## src/sbwd_pkg.sv

```systemverilog
// Package of constants for the SRAM byte-write decode
package sbwd_pkg;
  localparam int unsigned LANES      = 4;
  localparam int unsigned LANE_DATA  = 8;
  localparam int unsigned LANE_WIDTH = LANE_DATA + 1;
  localparam int unsigned WORD_WIDTH = LANES * LANE_WIDTH;
  localparam int unsigned PARITY_POS = 8;
  localparam logic [3:0]  LANES_NONE = 4'h0;
  localparam logic [3:0]  LANES_ALL  = 4'hF;
  localparam logic [3:0]  EN_N_IDLE  = 4'hF;
  localparam int unsigned ADDR_WIDTH = 4;
  typedef enum logic [1:0] {
    SBWD_IDLE,
    SBWD_READ,
    SBWD_WRITE
  } sbwd_cycle_t;
endpackage

```

## src/sbwd_lane.sv

```systemverilog
// One byte lane of storage: eight data bits plus parity
`timescale 1ns/1ps
`default_nettype none
module sbwd_lane #(
  parameter int unsigned DEPTH = 16,
  parameter int unsigned AW    = 4,
  parameter int unsigned W     = 9
) (
  input  wire logic          mclk_i,
  input  wire logic          we_i,
  input  wire logic [AW-1:0] addr_i,
  input  wire logic [W-1:0]  wdata_i,
  output logic      [W-1:0]  rdata_o
);
  logic [W-1:0] mem_q [DEPTH];
  logic [W-1:0] mem_d;

  always_comb begin
    mem_d = mem_q[addr_i];
    if (we_i) begin
      mem_d = wdata_i;
    end
  end

  // Storage carries no reset, as with the array of a real SRAM
  always_ff @(posedge mclk_i) begin
    mem_q[addr_i] <= mem_d;
  end

  assign rdata_o = mem_q[addr_i];
endmodule
`default_nettype wire

```

## src/sbwd_top.sv

```systemverilog
// Byte-write decode and four-lane storage of a pipelined synchronous SRAM with registered output data
// Function
// - Strobe high, master or all lanes high: read
// - Lane low, master low, strobe high: write lane
// - All sixteen lane enable combinations are legal
// - Only enabled lanes change; others keep contents
// - Global strobe low writes all four lanes
// - Write when strobe low or master plus lane
// - Address strobe always starts a read
// - Data pins released once a write is seen
`timescale 1ns/1ps
`default_nettype none
module sbwd_top #(
  parameter int unsigned DEPTH = 16
) (
  input  wire logic                                mclk_i,
  input  wire logic                                reset_i,
  input  wire logic [sbwd_pkg::ADDR_WIDTH-1:0]     addr_i,
  input  wire logic                                processor_addr_strobe_n_i,
  input  wire logic                                global_write_n_i,
  input  wire logic                                byte_write_master_en_n_i,
  input  wire logic                                lane0_write_en_n_i,
  input  wire logic                                lane1_write_en_n_i,
  input  wire logic                                lane2_write_en_n_i,
  input  wire logic                                lane3_write_en_n_i,
  input  wire logic                                output_en_n_i,
  input  wire logic [sbwd_pkg::WORD_WIDTH-1:0]     dq_i,
  output logic      [sbwd_pkg::WORD_WIDTH-1:0]     dq_o,
  output logic                                     dq_oe_n_o,
  output logic                                     write_cycle_o,
  output logic      [sbwd_pkg::LANES-1:0]          lanes_written_o
);
  // Pins from the processor pass two flip-flops before the decode reads them
  logic [7:0] sync1_q;
  logic [7:0] sync2_q;
  logic [sbwd_pkg::ADDR_WIDTH-1:0] addr_q;
  logic [sbwd_pkg::WORD_WIDTH-1:0] din_q;

  always_ff @(posedge mclk_i or posedge reset_i) begin
    if (reset_i) begin
      sync1_q <= 8'hFF;
      sync2_q <= 8'hFF;
    end else begin
      sync1_q <= {output_en_n_i, processor_addr_strobe_n_i, global_write_n_i,
                  byte_write_master_en_n_i, lane3_write_en_n_i, lane2_write_en_n_i,
                  lane1_write_en_n_i, lane0_write_en_n_i};
      sync2_q <= sync1_q;
    end
  end

  // Address and data are delayed to stay aligned with the synchronised controls
  logic [sbwd_pkg::ADDR_WIDTH-1:0] addr1_q;
  logic [sbwd_pkg::WORD_WIDTH-1:0] din1_q;
  always_ff @(posedge mclk_i) begin
    addr1_q <= addr_i;
    addr_q  <= addr1_q;
    din1_q  <= dq_i;
    din_q   <= din1_q;
  end

  logic       oe_n_s;
  logic       ads_n_s;
  logic       gw_n_s;
  logic       bwe_n_s;
  logic [3:0] lane_n_s;
  assign oe_n_s   = sync2_q[7];
  assign ads_n_s  = sync2_q[6];
  assign gw_n_s   = sync2_q[5];
  assign bwe_n_s  = sync2_q[4];
  assign lane_n_s = sync2_q[3:0];

  // Decode is a pure function of the sampled strobes
  logic [3:0] lane_we;
  logic       write_ind;
  always_comb begin
    lane_we   = sbwd_pkg::LANES_NONE;
    write_ind = 1'b0;
    if (!ads_n_s) begin
      lane_we = sbwd_pkg::LANES_NONE;
    end else if (!gw_n_s) begin
      lane_we = sbwd_pkg::LANES_ALL;
    end else if (!bwe_n_s) begin
      lane_we = ~lane_n_s;
    end
    write_ind = ads_n_s && (!gw_n_s || (!bwe_n_s && (lane_n_s != sbwd_pkg::EN_N_IDLE)));
  end

  // Lane order and parity placement within each nine-bit slice
  logic [sbwd_pkg::WORD_WIDTH-1:0] rword;
  genvar g;
  generate
    for (g = 0; g < sbwd_pkg::LANES; g++) begin : g_lane
      sbwd_lane #(
        .DEPTH (DEPTH),
        .AW    (sbwd_pkg::ADDR_WIDTH),
        .W     (sbwd_pkg::LANE_WIDTH)
      ) u_lane (
        .mclk_i  (mclk_i),
        .we_i    (lane_we[g]),
        .addr_i  (addr_q),
        .wdata_i (din_q[g*sbwd_pkg::LANE_WIDTH +: sbwd_pkg::LANE_WIDTH]),
        .rdata_o (rword[g*sbwd_pkg::LANE_WIDTH +: sbwd_pkg::LANE_WIDTH])
      );
    end
  endgenerate

  // Output stage: registered data, enable released on any write
  logic [sbwd_pkg::WORD_WIDTH-1:0] dq_q;
  logic [sbwd_pkg::WORD_WIDTH-1:0] dq_d;
  logic                            oe_n_q;
  logic                            oe_n_d;
  logic                            wr_q;
  logic                            wr_d;
  logic [3:0]                      lw_q;
  logic [3:0]                      lw_d;

  always_comb begin
    dq_d   = dq_q;
    wr_d   = write_ind;
    lw_d   = lane_we;
    oe_n_d = 1'b1;
    if (!write_ind) begin
      dq_d   = rword;
      oe_n_d = oe_n_s;
    end else begin
      oe_n_d = 1'b1;
    end
  end

  always_ff @(posedge mclk_i or posedge reset_i) begin
    if (reset_i) begin
      dq_q   <= '0;
      oe_n_q <= 1'b1;
      wr_q   <= 1'b0;
      lw_q   <= sbwd_pkg::LANES_NONE;
    end else begin
      dq_q   <= dq_d;
      oe_n_q <= oe_n_d;
      wr_q   <= wr_d;
      lw_q   <= lw_d;
    end
  end

  assign dq_o            = dq_q;
  assign dq_oe_n_o       = oe_n_q;
  assign write_cycle_o   = wr_q;
  assign lanes_written_o = lw_q;
endmodule
`default_nettype wire

```

## config.mk

```make
export PLATFORM = sky130hd
export DESIGN_NAME = sbwd_top
export DESIGN_NICKNAME = d
export VERILOG_FILES = /design/src/sbwd_pkg.sv /design/src/sbwd_lane.sv /design/src/sbwd_top.sv
export SDC_FILE = /design/constraint.sdc
export NUM_CORES = 1
export LEC_CHECK = 0
export BUFFER_PORTS_ARGS = -buffer_cell sky130_fd_sc_hd__buf_4
export CAP_MARGIN = 20
export CORE_MARGIN = 2
export CORE_UTILIZATION = 69
export CTS_BUF_LIST = sky130_fd_sc_hd__clkbuf_2
export DETAILED_ROUTE_END_ITERATION = 12
export PLACE_DENSITY_LB_ADDON = 0.3
export SLEW_MARGIN = 15
export SYNTH_ARGS = -nofsm -noshare
export SYNTH_HDL_FRONTEND = slang
export SYNTH_SLANG_ARGS = --single-unit
```

## constraint.sdc

```tcl
create_clock -name mclk_i -period 10.9 [get_ports mclk_i]
set_clock_uncertainty 0.05 [all_clocks]
set_input_delay 0.545 -clock mclk_i [delete_from_list [all_inputs] [get_ports mclk_i]]
set_output_delay 0.545 -clock mclk_i [all_outputs]
set_load 0.01 [all_outputs]
```

# Word level (Yosys, flattened, before mapping)
# Memories as Yosys holds them, arrays and structs flattened. A register that Yosys moved wholly into a read port is not among the register bits.
# Index checks and enable logic that the tools add are counted.
# word_totals
regBits	138
ramBits	576
input_bits	50
out_inout_bits	42
wordCells	29
n_memories	4
# classes
n_eq_ne	1
muxes	8
bitwise_logic	1
reduce_logical	5
# mem_list
memory	words	word_bits	rd	rd_ports_with_merged_regs	write_ports	line_no	source
g_lane[0].u_lane.mem_q	16	9	1	1	1	sbwd_lane.sv:15	logic [W-1:0] mem_q [DEPTH];
g_lane[1].u_lane.mem_q	16	9	1	1	1	sbwd_lane.sv:15	
g_lane[2].u_lane.mem_q	16	9	1	1	1	sbwd_lane.sv:15	
g_lane[3].u_lane.mem_q	16	9	1	1	1	sbwd_lane.sv:15	
# ops
operator	count
2-to-1 mux 9 bit	4
2-to-1 mux 4 bit	3
!= test 4 bit (second input constant)	1
NOT 4 bit	1
logical AND 1 bit	2
logical NOT 1 bit	2
logical OR 1 bit	1
2-to-1 mux 1 bit	1

# Logic depth before layout (Yosys ltp)
# Gate-level depths: netlist (run 1).
# depth
ltp_word	5
depth_mapped	6
depth_no_buf	3

# Modules after synthesis
# A second synthesis (run 1) with hierarchy kept.
# hier_totals
cells_unflattened	1254
area_unflattened_um2	27333.7
# by_module_without_submodules
module	instances	cells_per_inst	area_per_inst_um2	seq_area_each_um2
sbwd_lane	4	266	5933.2	4324.1
sbwd_top	1	190	3601.0	3074.2

# Least setup slack after synthesis (run 1)
# No wires, ideal clock.
# synth_path
path_type	register to register
start	reg addr_q[2] (netlist name)
end	mem g_lane[0].u_lane.mem_q[6][0] (enable)
t_arrival_ps	3461
required_ps	10376
setup_slack_ps	6915
path_stages_with_launch	5
period_less_slack_ps	3985
cell_sequence	dfxtp_1 buf_2 buf_2 nand2_1 nor3_1
# synth_lines
item	line_no	source
start: declaration	sbwd_top.sv:36	logic [sbwd_pkg::ADDR_WIDTH-1:0] addr_q;
start signal: assignment	sbwd_top.sv:56	addr_q <= addr1_q;
end: declaration	sbwd_lane.sv:15	
# Straight into the memory's write port.

==> results.yml, run 1 <==
die:
  placementRows: 71
  die_h_um: 198
  chipWidth_um: 198
  design.die.area_um2: 39200
  ios: 92
  design.core.area_um2: 37400
  initial_utilization_pct: 69.5
placed_design:
  gpl.final_weighted_congestion: 0.819
  dpl_cell_area_um2: 27600
  detailed_place_hpwl_um: 33000
  buffer_ports.inserted: 91
drt:
  mean_routed_wirelength_per_cell_um: 29.5
  drc: 0
  route.met2.wl_um: 32000
  met3WireLength_um: 8780
  dr_vias: 14718
  wl_met1_um: 22300
  per_cell_via_count_in_the_routed_design: 6.67
  wl_um: 65100
  detail_route.iter0.violations: 1897
  antenna_left: 0
  firstDrtPassIters: 5
  routed.top_layer: "met4"
setup_path:
  critical_path.startpoint_type: "flip-flop"
  criticalPathCategory: "reg2reg"
  worstSetupEndpointType: "flip-flop"
  timing.reg2reg.worst_path_depth: 6
  critical_path_required_ps: 11820
  worst-path-max-fanout: 45
  path_cells: "buf_4 -> buf_4 -> mux4_2 -> o22ai_1 -> a221oi_1 -> buf_4"
  timing.critical_path.slowest_cell_delay_ps: 830
  slowest_library_cell_on_the_worst_path: "sky130_fd_sc_hd__buf_4"
  cp_top_family: "buffers and inverters"
  worst_path_most_repeated_cell: "sky130_fd_sc_hd__buf_4"
  worst-endpoint-arrival_ps: 5150
  path_buf_inv: 3
  r2r-end: "g_lane[3].u_lane.mem_q[6][1]"
  crit-reg2reg-launch: "addr_q[0]"
  ff2ff_setup_slack_ps: 6670
clock_network:
  clk_pin_slew_ps: 130
  clock_latency_ps: 1180
  clock_path_buffers: 3
  clock_tree.htree_level_count: 4
  ctsRootBufferMaster: "sky130_fd_sc_hd__clkbuf_2"
  cts_tree: "yes"
  clkSinkCount: 714
  tritoncts_buffer_count: 163
sta:
  worstMarginPinSlew_ps: 1020
  grt_setup_unrepaired: "false"
  min_period_over_period_pct: 38.8
  setup-violations-final: 0
  report.final.hold_viol_count: 0
  period_needed_ps: 4230
  finalSetupTns_ps: 0
  fmaxAchievable_mhz: 236
  max_slew_margin_pct: 32.1
  slew_limit_fails: 0
finish:
  num-nets-final: 1604
  drive_gt1_share_pct: 36.7
  design_area_um2: 30100
  flow.area_growth_from_synthesis_pct: 16.0
  final_util_pct: 80.6
power:
  power_density_nw_per_um2: 178
  power.share.switching_pct: 25.4
  clkPwrFrac_pct: 32.6
  switchingPower_w: 0.00136
  sequential_power_share_pct: 58.8
  internal_power_w: 0.00400
  leakagePower_nw: 10.4
  comb_power_share_pct: 8.6
  peakVddDrop_v: 0.000136
synth:
  synth_cells: 1204
  mappedNetlistArea_um2: 26000
  synth_top_area_cell: "sky130_fd_sc_hd__edfxtp_1"
  mappedNetlistNets: 1254
  post_synth.cell_area_avg_um2: 21.6
  synthMostInstantiatedCell: "sky130_fd_sc_hd__edfxtp_1"
  synth_edf_count: 576
  post_synth_main_area_contributors: "sky130_fd_sc_hd__edfxtp_1 (67%), sky130_fd_sc_hd__mux4_2 (12%), sky130_fd_sc_hd__dfxtp_1 (6.2%)"
  yosysSeqAreaShare_pct: 78.4
  yosysTopAreaCellShare_pct: 66.6
  ys_ff_latch: 714
  synthTopCellsByCount: "sky130_fd_sc_hd__edfxtp_1 (576), sky130_fd_sc_hd__mux4_2 (144), sky130_fd_sc_hd__dfxtp_1 (80), sky130_fd_sc_hd__a221oi_1 (72), sky130_fd_sc_hd__dfrtp_1 (41)"
  yosysUniqueCellTypes: 32
  yosys_warnings: 0
  async_flop_share_pct: 8.12
  ys.flop_type: "sky130_fd_sc_hd__edfxtp_1"
global_routing:
  grt_antenna_before_repair: 1
  grt_start_max_net_pins: 63
  grt_total_ovfl: 0
  first_pass_grt_wire_length_um: 94800
  global_route.usage.total_pct: 34.6
  number_of_global_route_vias_before_repair: 15453
status:
  run_status: "completed"
flow_run:
  drv_cap: 0
worst_hold_path:
  type_of_the_tightest_min_delay_check: "in2async"
[worst min-delay path, stage by stage]
cell and delay (ps):
sky130_fd_sc_hd__dlygate4sd3_1 530, sky130_fd_sc_hd__buf_4 130, sky130_fd_sc_hd__inv_2 40, sky130_fd_sc_hd__buf_4 760
[registers in the layout (all words and copies together), names as in the netlist]
name / count
addr1_q: 4
addr_q: 4
din1_q: 36
din_q: 36
dq_o: 36
dq_oe_n_o: 1
g_lane.u_lane.mem_q: 576
lanes_written_o: 4
sync1_q: 8
sync2_q: 8
write_cycle_o: 1
[cell usage in the layout (no fill, tap or decap), types with 2 or more instances in the layout]
cell type,n
sky130_fd_sc_hd__dfstp_2,17
sky130_fd_sc_hd__inv_2,8
sky130_fd_sc_hd__nand2_1,6
sky130_fd_sc_hd__dfxtp_4,2
sky130_fd_sc_hd__dlygate4sd3_1,97
sky130_fd_sc_hd__clkinv_1,36
sky130_fd_sc_hd__nor3_2,4
sky130_fd_sc_hd__o21a_1,4
sky130_fd_sc_hd__o21ai_0,4
sky130_fd_sc_hd__o22ai_1,36
sky130_fd_sc_hd__mux2i_1,36
sky130_fd_sc_hd__clkbuf_2,252
sky130_fd_sc_hd__nand2b_1,4
sky130_fd_sc_hd__a21oi_1,3
sky130_fd_sc_hd__dfxtp_1,77
sky130_fd_sc_hd__bufinv_16,4
sky130_fd_sc_hd__a211oi_1,36
sky130_fd_sc_hd__edfxtp_1,576
sky130_fd_sc_hd__diode_2,2
sky130_fd_sc_hd__nor2_4,12
sky130_fd_sc_hd__dfrtp_1,41
sky130_fd_sc_hd__clkinv_2,7
sky130_fd_sc_hd__buf_4,163
sky130_fd_sc_hd__mux4_2,144
sky130_fd_sc_hd__inv_1,6
sky130_fd_sc_hd__a221oi_1,72
sky130_fd_sc_hd__nor3_1,36
[per-stage QoR]
step                      worst slack (ps)  hold slack [ps]  instances  total power [W]
final                                 6670              194       2207          0.00535
after global routing                  6240              177       2206          0.00554
after CTS                             6600             5.51       2202          0.00534
after detailed placement              6640              262       1803          0.00363
after global placement                6720              260       1802          0.00360
after floorplan                       6920              260       1204          0.00343
[what timing repair did]
action | in CTS | in global routing
hold buffers | 94 | 3
setup buffers | 0 | 0
hold endpoints to repair | 89 | 3
gates resized for setup | 0 | 0
[cells by family (layout without fill, tap and decap cells)]
kind of cell           count (synthesis)  count (layout)  share of synthesized area [%]
and+or+nand+nor                       66              66                           1.22
other                                  0               2                              0
muxes                                180             180                           13.9
AOI/OAI and AO/OA                    159             159                           4.72
DFF                                  714             714                           78.4
buffers and inverters                 85             575                           1.79
[power groups by stage]
stage	sequential, W	clock, W	combinational [W]
finish	0.00315	0.00174	0.000459
global placement	0.00320	0	0.000404
CTS	0.00315	0.00174	0.000450
global route	0.00315	0.00190	0.000486
floorplan	0.00319	0	0.000238
detailed placement	0.00321	0	0.000422
[worst max-delay path by stage]
stage | from | endpoint | cells after the start
6_report | addr_q[0] | g_lane[3].u_lane.mem_q[6][1] | 6
4_1_cts | addr_q[0] | g_lane[3].u_lane.mem_q[6][1] | 6
2_1_floorplan | addr_q[2] | g_lane[0].u_lane.mem_q[6][0] | 4
3_3_place_gp | addr_q[0] | g_lane[3].u_lane.mem_q[2][1] | 6
3_5_place_dp | addr_q[0] | g_lane[3].u_lane.mem_q[6][1] | 6
5_1_grt | addr_q[0] | g_lane[3].u_lane.mem_q[6][1] | 6
[area by class of cell]
cell class                      instances  area [µm²]
Inverter                                9        33.8
Clock inverter                         53         317
Timing Repair Buffer                  261        2210
Tap cell                              511         639
Multi-Input combinational cell        405        5290
Fill cell                            1820        7270
Antenna cell                            2        5.00
Sequential cell                       714       20400
Clock buffer                          252        1260
[metal layers]
metal | track usage (%) | vias to the layer above
met3 | 9.79 | 168
met1 | 46.7 | 7401
met5 | 0 | -
met2 | 55.0 | 1236
met4 | 13.4 | 0
li1 | - | 5913
Power figures use the tool's default switching activity.
==> inputs of run 2 (changes only) <==
- ABC_AREA: default -> 1
- CORE_UTILIZATION: 69 -> 58
- clock period: 10.9 -> 3.6 ns (I/O delays scaled with it)
==> results.yml, run 2 <==
global_routing:
  number_of_global_route_vias_before_repair: 19387
  global_route.usage.total_pct: 28.4
  first_pass_grt_wire_length_um: 106000
  grt_start_max_net_pins: 125
  grt_total_ovfl: 0
  grt_antenna_before_repair: 2
die:
  initial_utilization_pct: 58.4
  chipWidth_um: 223
  die_h_um: 223
  ios: 92
  design.core.area_um2: 47400
  design.die.area_um2: 49600
  placementRows: 80
synth:
  synth_edf_count: 576
  mappedNetlistNets: 2662
  mappedNetlistArea_um2: 27700
  yosysTopAreaCellShare_pct: 62.4
  post_synth.cell_area_avg_um2: 10.6
  synthMostInstantiatedCell: "sky130_fd_sc_hd__nand2_1"
  async_flop_share_pct: 8.12
  yosysUniqueCellTypes: 22
  synthTopCellsByCount: "sky130_fd_sc_hd__nand2_1 (1,663), sky130_fd_sc_hd__edfxtp_1 (576), sky130_fd_sc_hd__dfxtp_1 (80), sky130_fd_sc_hd__o21ai_1 (72), sky130_fd_sc_hd__buf_2 (67)"
  yosysSeqAreaShare_pct: 73.5
  post_synth_main_area_contributors: "sky130_fd_sc_hd__edfxtp_1 (62%), sky130_fd_sc_hd__nand2_1 (23%), sky130_fd_sc_hd__dfxtp_1 (5.8%)"
  ys.flop_type: "sky130_fd_sc_hd__edfxtp_1"
  yosys_warnings: 0
  ys_ff_latch: 714
  synth_top_area_cell: "sky130_fd_sc_hd__edfxtp_1"
  synth_cells: 2612
sta:
  fmaxAchievable_mhz: 352
  setup-violations-final: 0
  worstMarginPinSlew_ps: 1110
  grt_setup_unrepaired: "false"
  period_needed_ps: 2840
  min_period_over_period_pct: 79.0
  max_slew_margin_pct: 25.9
  slew_limit_fails: 0
  finalSetupTns_ps: 0
  report.final.hold_viol_count: 0
clock_network:
  clock_latency_ps: 1360
  clk_pin_slew_ps: 100
  post-cts-setup-buffers: 0
  clock_tree.htree_level_count: 4
  ctsRootBufferMaster: "sky130_fd_sc_hd__clkbuf_2"
  hold_buffers: 148
  tritoncts_buffer_count: 170
  clkSinkCount: 714
  post_cts.resized_instances: 0
  cts_tree: "yes"
  clock_path_buffers: 3
finish:
  multi_input_area_um2: 6870
  post_layout_nonfiller_instances: 3710
  fillerInstances: 3486
  flow.area_growth_from_synthesis_pct: 17.1
  drive_gt1_share_pct: 14.9
  layout_common_cells: "sky130_fd_sc_hd__nand2_1 (1,663), sky130_fd_sc_hd__edfxtp_1 (576), sky130_fd_sc_hd__clkbuf_2 (258), sky130_fd_sc_hd__dlygate4sd3_1 (147), sky130_fd_sc_hd__buf_4 (123)"
  layout.area.seq_um2: 20400
  number_of_flip_flops_under_the_largest_register_name: 576
  leading_cell_type_in_the_layout_fill_and_taps_excluded: "sky130_fd_sc_hd__nand2_1"
  top_register: "g_lane.u_lane.mem_q"
  num-nets-final: 3001
placed_design:
  buffer_ports.inserted: 91
  detailed_place_hpwl_um: 34100
  dp_cells: 3246
  gpl.final_weighted_congestion: 0.802
setup_path:
  worst-path-max-fanout: 59
  worstSetupEndpointType: "flip-flop"
  ff2ff_setup_slack_ps: 760
  crit-reg2reg-launch: "addr_q[1]"
  worst-endpoint-arrival_ps: 3730
  criticalPathCategory: "reg2reg"
  crit_path_start: "addr_q[1]"
  critical_path_required_ps: 4490
  critical_path.startpoint_type: "flip-flop"
drt:
  mean_routed_wirelength_per_cell_um: 18.5
  detail_route.iter0.violations: 1832
  drc: 0
  antenna_left: 0
  wl_um: 68600
  firstDrtPassIters: 5
  dr_vias: 19674
  per_cell_via_count_in_the_routed_design: 5.30
worst_hold_path:
  timing.hold.worst.start: "din1_q[1]"
  type_of_the_tightest_min_delay_check: "reg2reg"
flow_run:
  drv_cap: 0
power:
  power.share.switching_pct: 26.2
  peakVddDrop_v: 0.000291
  sequential_power_share_pct: 57.7
  comb_power_share_pct: 9.0
  leakagePower_nw: 14.3
  power_density_nw_per_um2: 506
  switchingPower_w: 0.00430
  clkPwrFrac_pct: 33.3
  internal_power_w: 0.0121
status:
  run_status: "completed"
-- run 2: power groups by stage --
stage | combinational [W] | clock, W | sequential [W]
after floorplan | 0.000770 | 0 | 0.00965
after global placement | 0.00129 | 0 | 0.00963
after detailed placement | 0.00133 | 0 | 0.00965
after CTS | 0.00146 | 0.00557 | 0.00946
after global routing | 0.00163 | 0.00598 | 0.00949
final | 0.00148 | 0.00547 | 0.00946
-- run 2: path summary, 6_finish.rpt --
| check | depth (start not counted) | endpoint |
|---|---|---|
| setup reg to reg | 4 | g_lane[3].u_lane.mem_q[15][3] |
| min in group asynchronous | 5 | dq_oe_n_o |
| hold reg to reg | 0 | din_q[1] |
| hold / removal | 0 | din_q[1] |
| setup / recovery | 4 | g_lane[3].u_lane.mem_q[15][3] |
| max in group asynchronous | 6 | dq_o[10] |
-- run 2: layout make-up --
cell class / instances / area share (%)
Sequential cell: 714 / 62.8
Multi-Input combinational cell: 1764 / 21.2
Timing Repair Buffer: 286 / 8.37
Clock buffer: 258 / 3.98
Tap cell: 615 / 2.37
Clock inverter: 57 / 1.13
Inverter: 15 / 0.208
Antenna cell: 1 / 0.00771
-- run 2: critical path, cell delays in order (launching register included) --
cell and delay [ps]:
sky130_fd_sc_hd__dfxtp_4 380, sky130_fd_sc_hd__buf_4 630, sky130_fd_sc_hd__nand2_1 450, sky130_fd_sc_hd__nor2_4 450, sky130_fd_sc_hd__buf_4 480
-- run 2: through the flow --
stage / area, µm² / worst slack, ps / util, % / power [W] / hold WS [ps]
3_3_place_gp: 29300 / 881 / 61.8 / 0.0109 / 229
3_5_place_dp: 29300 / 876 / 61.8 / 0.0110 / 236
5_1_grt: 32500 / 639 / 68.4 / 0.0171 / 283
2_1_floorplan: 27700 / 496 / - / 0.0104 / 134
6_report: 32500 / 756 / 68.4 / 0.0164 / 273
4_1_cts: 32500 / 832 / 68.4 / 0.0165 / 274
-- run 2: cells by family (layout without fill, tap and decap cells) --
kind of cell / Yosys count / in the layout / synth area share [%]
AND/OR/NAND/NOR: 1688 / 1688 / 22.9
buffers and inverters: 134 / 616 / 2.23
flip-flops: 714 / 714 / 73.5
other: 0 / 1 / 0
AO/OA/AOI/OAI: 76 / 76 / 1.37
-- run 2: routing by layer --
layer  vias up  track usage [%]  routed length [µm]
li1       9267                -                   -
met3       215             6.32                5790
met1      9260             35.7               26600
met5         -                0                   0
met4         0             14.4                2740
met2       932             46.6               33500
==> inputs of run 3 (changes only) <==
- clock period: 3.6 -> 2.6 ns (I/O delays scaled with it)
==> results.yml, run 3 (synthesized netlist as in run 2, its figures left out) <==
setup_path:
  critical_path_required_ps: 3500
  worstSetupEndpointType: "flip-flop"
  worst-path-max-fanout: 16
  path_buf_inv: 1
  timing.critical_path.slowest_cell_delay_ps: 410
  cp_top_family: "simple AND/OR/NAND/NOR gates"
  criticalPathCategory: "reg2reg"
  slowest_library_cell_on_the_worst_path: "sky130_fd_sc_hd__dfstp_2"
  critical_path.startpoint_type: "flip-flop"
  worst-endpoint-arrival_ps: 3350
  path_cells: "or2_2 -> a21oi_1 -> inv_1 -> o21ai_1 -> nand2_1"
drt:
  firstDrtPassIters: 5
  route.met2.wl_um: 33700
  wl_um: 69600
  mean_routed_wirelength_per_cell_um: 18.6
  wl_met1_um: 26600
  met3WireLength_um: 6700
  per_cell_via_count_in_the_routed_design: 5.32
  detail_route.iter0.violations: 2230
  drc: 0
  dr_vias: 19914
  routed.top_layer: "met4"
  antenna_left: 0
status:
  run_status: "completed"
sta:
  fmaxAchievable_mhz: 408
  period_needed_ps: 2450
  min_period_over_period_pct: 94.3
  slew_limit_fails: 0
  worstMarginPinSlew_ps: 931
  max_slew_margin_pct: 37.9
  setup-violations-final: 0
  layout_setup_ws_ps: 147
  grt_setup_unrepaired: "false"
  report.final.hold_viol_count: 0
die:
  chipWidth_um: 223
  placementRows: 80
  ios: 92
  initial_utilization_pct: 58.4
  die_h_um: 223
  design.die.area_um2: 49600
  design.core.area_um2: 47400
power:
  power.share.switching_pct: 25.9
  peakVddDrop_v: 0.000410
  sequential_power_share_pct: 57.1
  comb_power_share_pct: 9.2
  internal_power_w: 0.0170
  leakagePower_nw: 14.5
  power_density_nw_per_um2: 700
  clkPwrFrac_pct: 33.7
  switchingPower_w: 0.00595
  design_power_total_w: 0.0230
finish:
  drive_gt1_share_pct: 16.2
  leading_cell_type_in_the_layout_fill_and_taps_excluded: "sky130_fd_sc_hd__nand2_1"
  flow.area_growth_from_synthesis_pct: 18.4
  top_register: "g_lane.u_lane.mem_q"
  post_layout_nonfiller_instances: 3741
  layout_common_cells: "sky130_fd_sc_hd__nand2_1 (1,662), sky130_fd_sc_hd__edfxtp_1 (576), sky130_fd_sc_hd__clkbuf_2 (281), sky130_fd_sc_hd__dlygate4sd3_1 (148), sky130_fd_sc_hd__buf_4 (139)"
  number_of_flip_flops_under_the_largest_register_name: 576
  num-nets-final: 3029
flow_run:
  drv_cap: 0
clock_network:
  clock_path_buffers: 3
  clock_latency_ps: 1390
  tritoncts_buffer_count: 173
  post-cts-setup-buffers: 0
  cts_tree: "yes"
  ctsRootBufferMaster: "sky130_fd_sc_hd__clkbuf_2"
  clock_tree.htree_level_count: 4
  clkSinkCount: 714
  clk_pin_slew_ps: 130
placed_design:
  buffer_ports.inserted: 91
  post-place-ws_ps: 237
  dp_cells: 3270
  detailed_place_hpwl_um: 35100
  gpl.final_weighted_congestion: 0.812
global_routing:
  global_route.usage.total_pct: 28.9
  first_pass_grt_wire_length_um: 107000
  grt_total_ovfl: 0
  grt_antenna_before_repair: 2
  number_of_global_route_vias_before_repair: 19989
  grt_start_max_net_pins: 113
worst_hold_path:
  type_of_the_tightest_min_delay_check: "reg2reg"
-- run 3: final timing paths --
check	startpoint	end	slack (ps)	depth (start not counted)
worst min register to register	din1_q[10]	din_q[10]	270	0
worst max-delay path	sync2_q[4]	g_lane[0].u_lane.mem_q[3][4]	150	5
min in group asynchronous	reset_i	sync2_q[0]	460	5
worst max register to register	sync2_q[4]	g_lane[0].u_lane.mem_q[3][4]	150	5
max in group asynchronous	reset_i	sync1_q[0]	1070	7
worst min-delay path	din1_q[10]	din_q[10]	270	0
-- run 3: through the flow --
stage | TNS (ps) | utilization (%) | cell area [µm²] | hold slack, ps
floorplan | -142390 | - | 27700 | 84.5
global placement | 0 | 62.4 | 29600 | 76.1
detailed placement | 0 | 62.4 | 29600 | 89.2
CTS | 0 | 69.1 | 32800 | 256
global route | 0 | 69.2 | 32800 | 267
finish | 0 | 69.2 | 32800 | 274
-- run 3: layout make-up --
type	instances	area, µm²
well taps	615	769
inverters	15	67.6
multi-input cells	1764	6870
diodes	2	5.00
clock buffers	281	1410
repair buffers	311	3000
flip-flops and latches	714	20400
clock inverters	39	314
fillers	3416	14600
-- run 3: repair_timing --
item                       CTS  global route
resized for setup            0             1
setup endpoints to repair    0             2
hold endpoints to repair   106             0
hold buffers               148             0
-- run 3: metal layers --
layer | up-vias | track usage, %
met3 | 205 | 6.81
met4 | 0 | 14.9
li1 | 9341 | -
met1 | 9325 | 36.6
met2 | 1043 | 46.8
met5 | - | 0
-- run 3: power by group through the flow --
stage / Clock [W] / Combinational (W) / Sequential [W]
after global routing: 0.00851 / 0.00232 / 0.0131
after detailed placement: 0 / 0.00190 / 0.0134
after global placement: 0 / 0.00184 / 0.0133
after floorplan: 0 / 0.00107 / 0.0134
after CTS: 0.00786 / 0.00208 / 0.0131
final: 0.00774 / 0.00212 / 0.0131
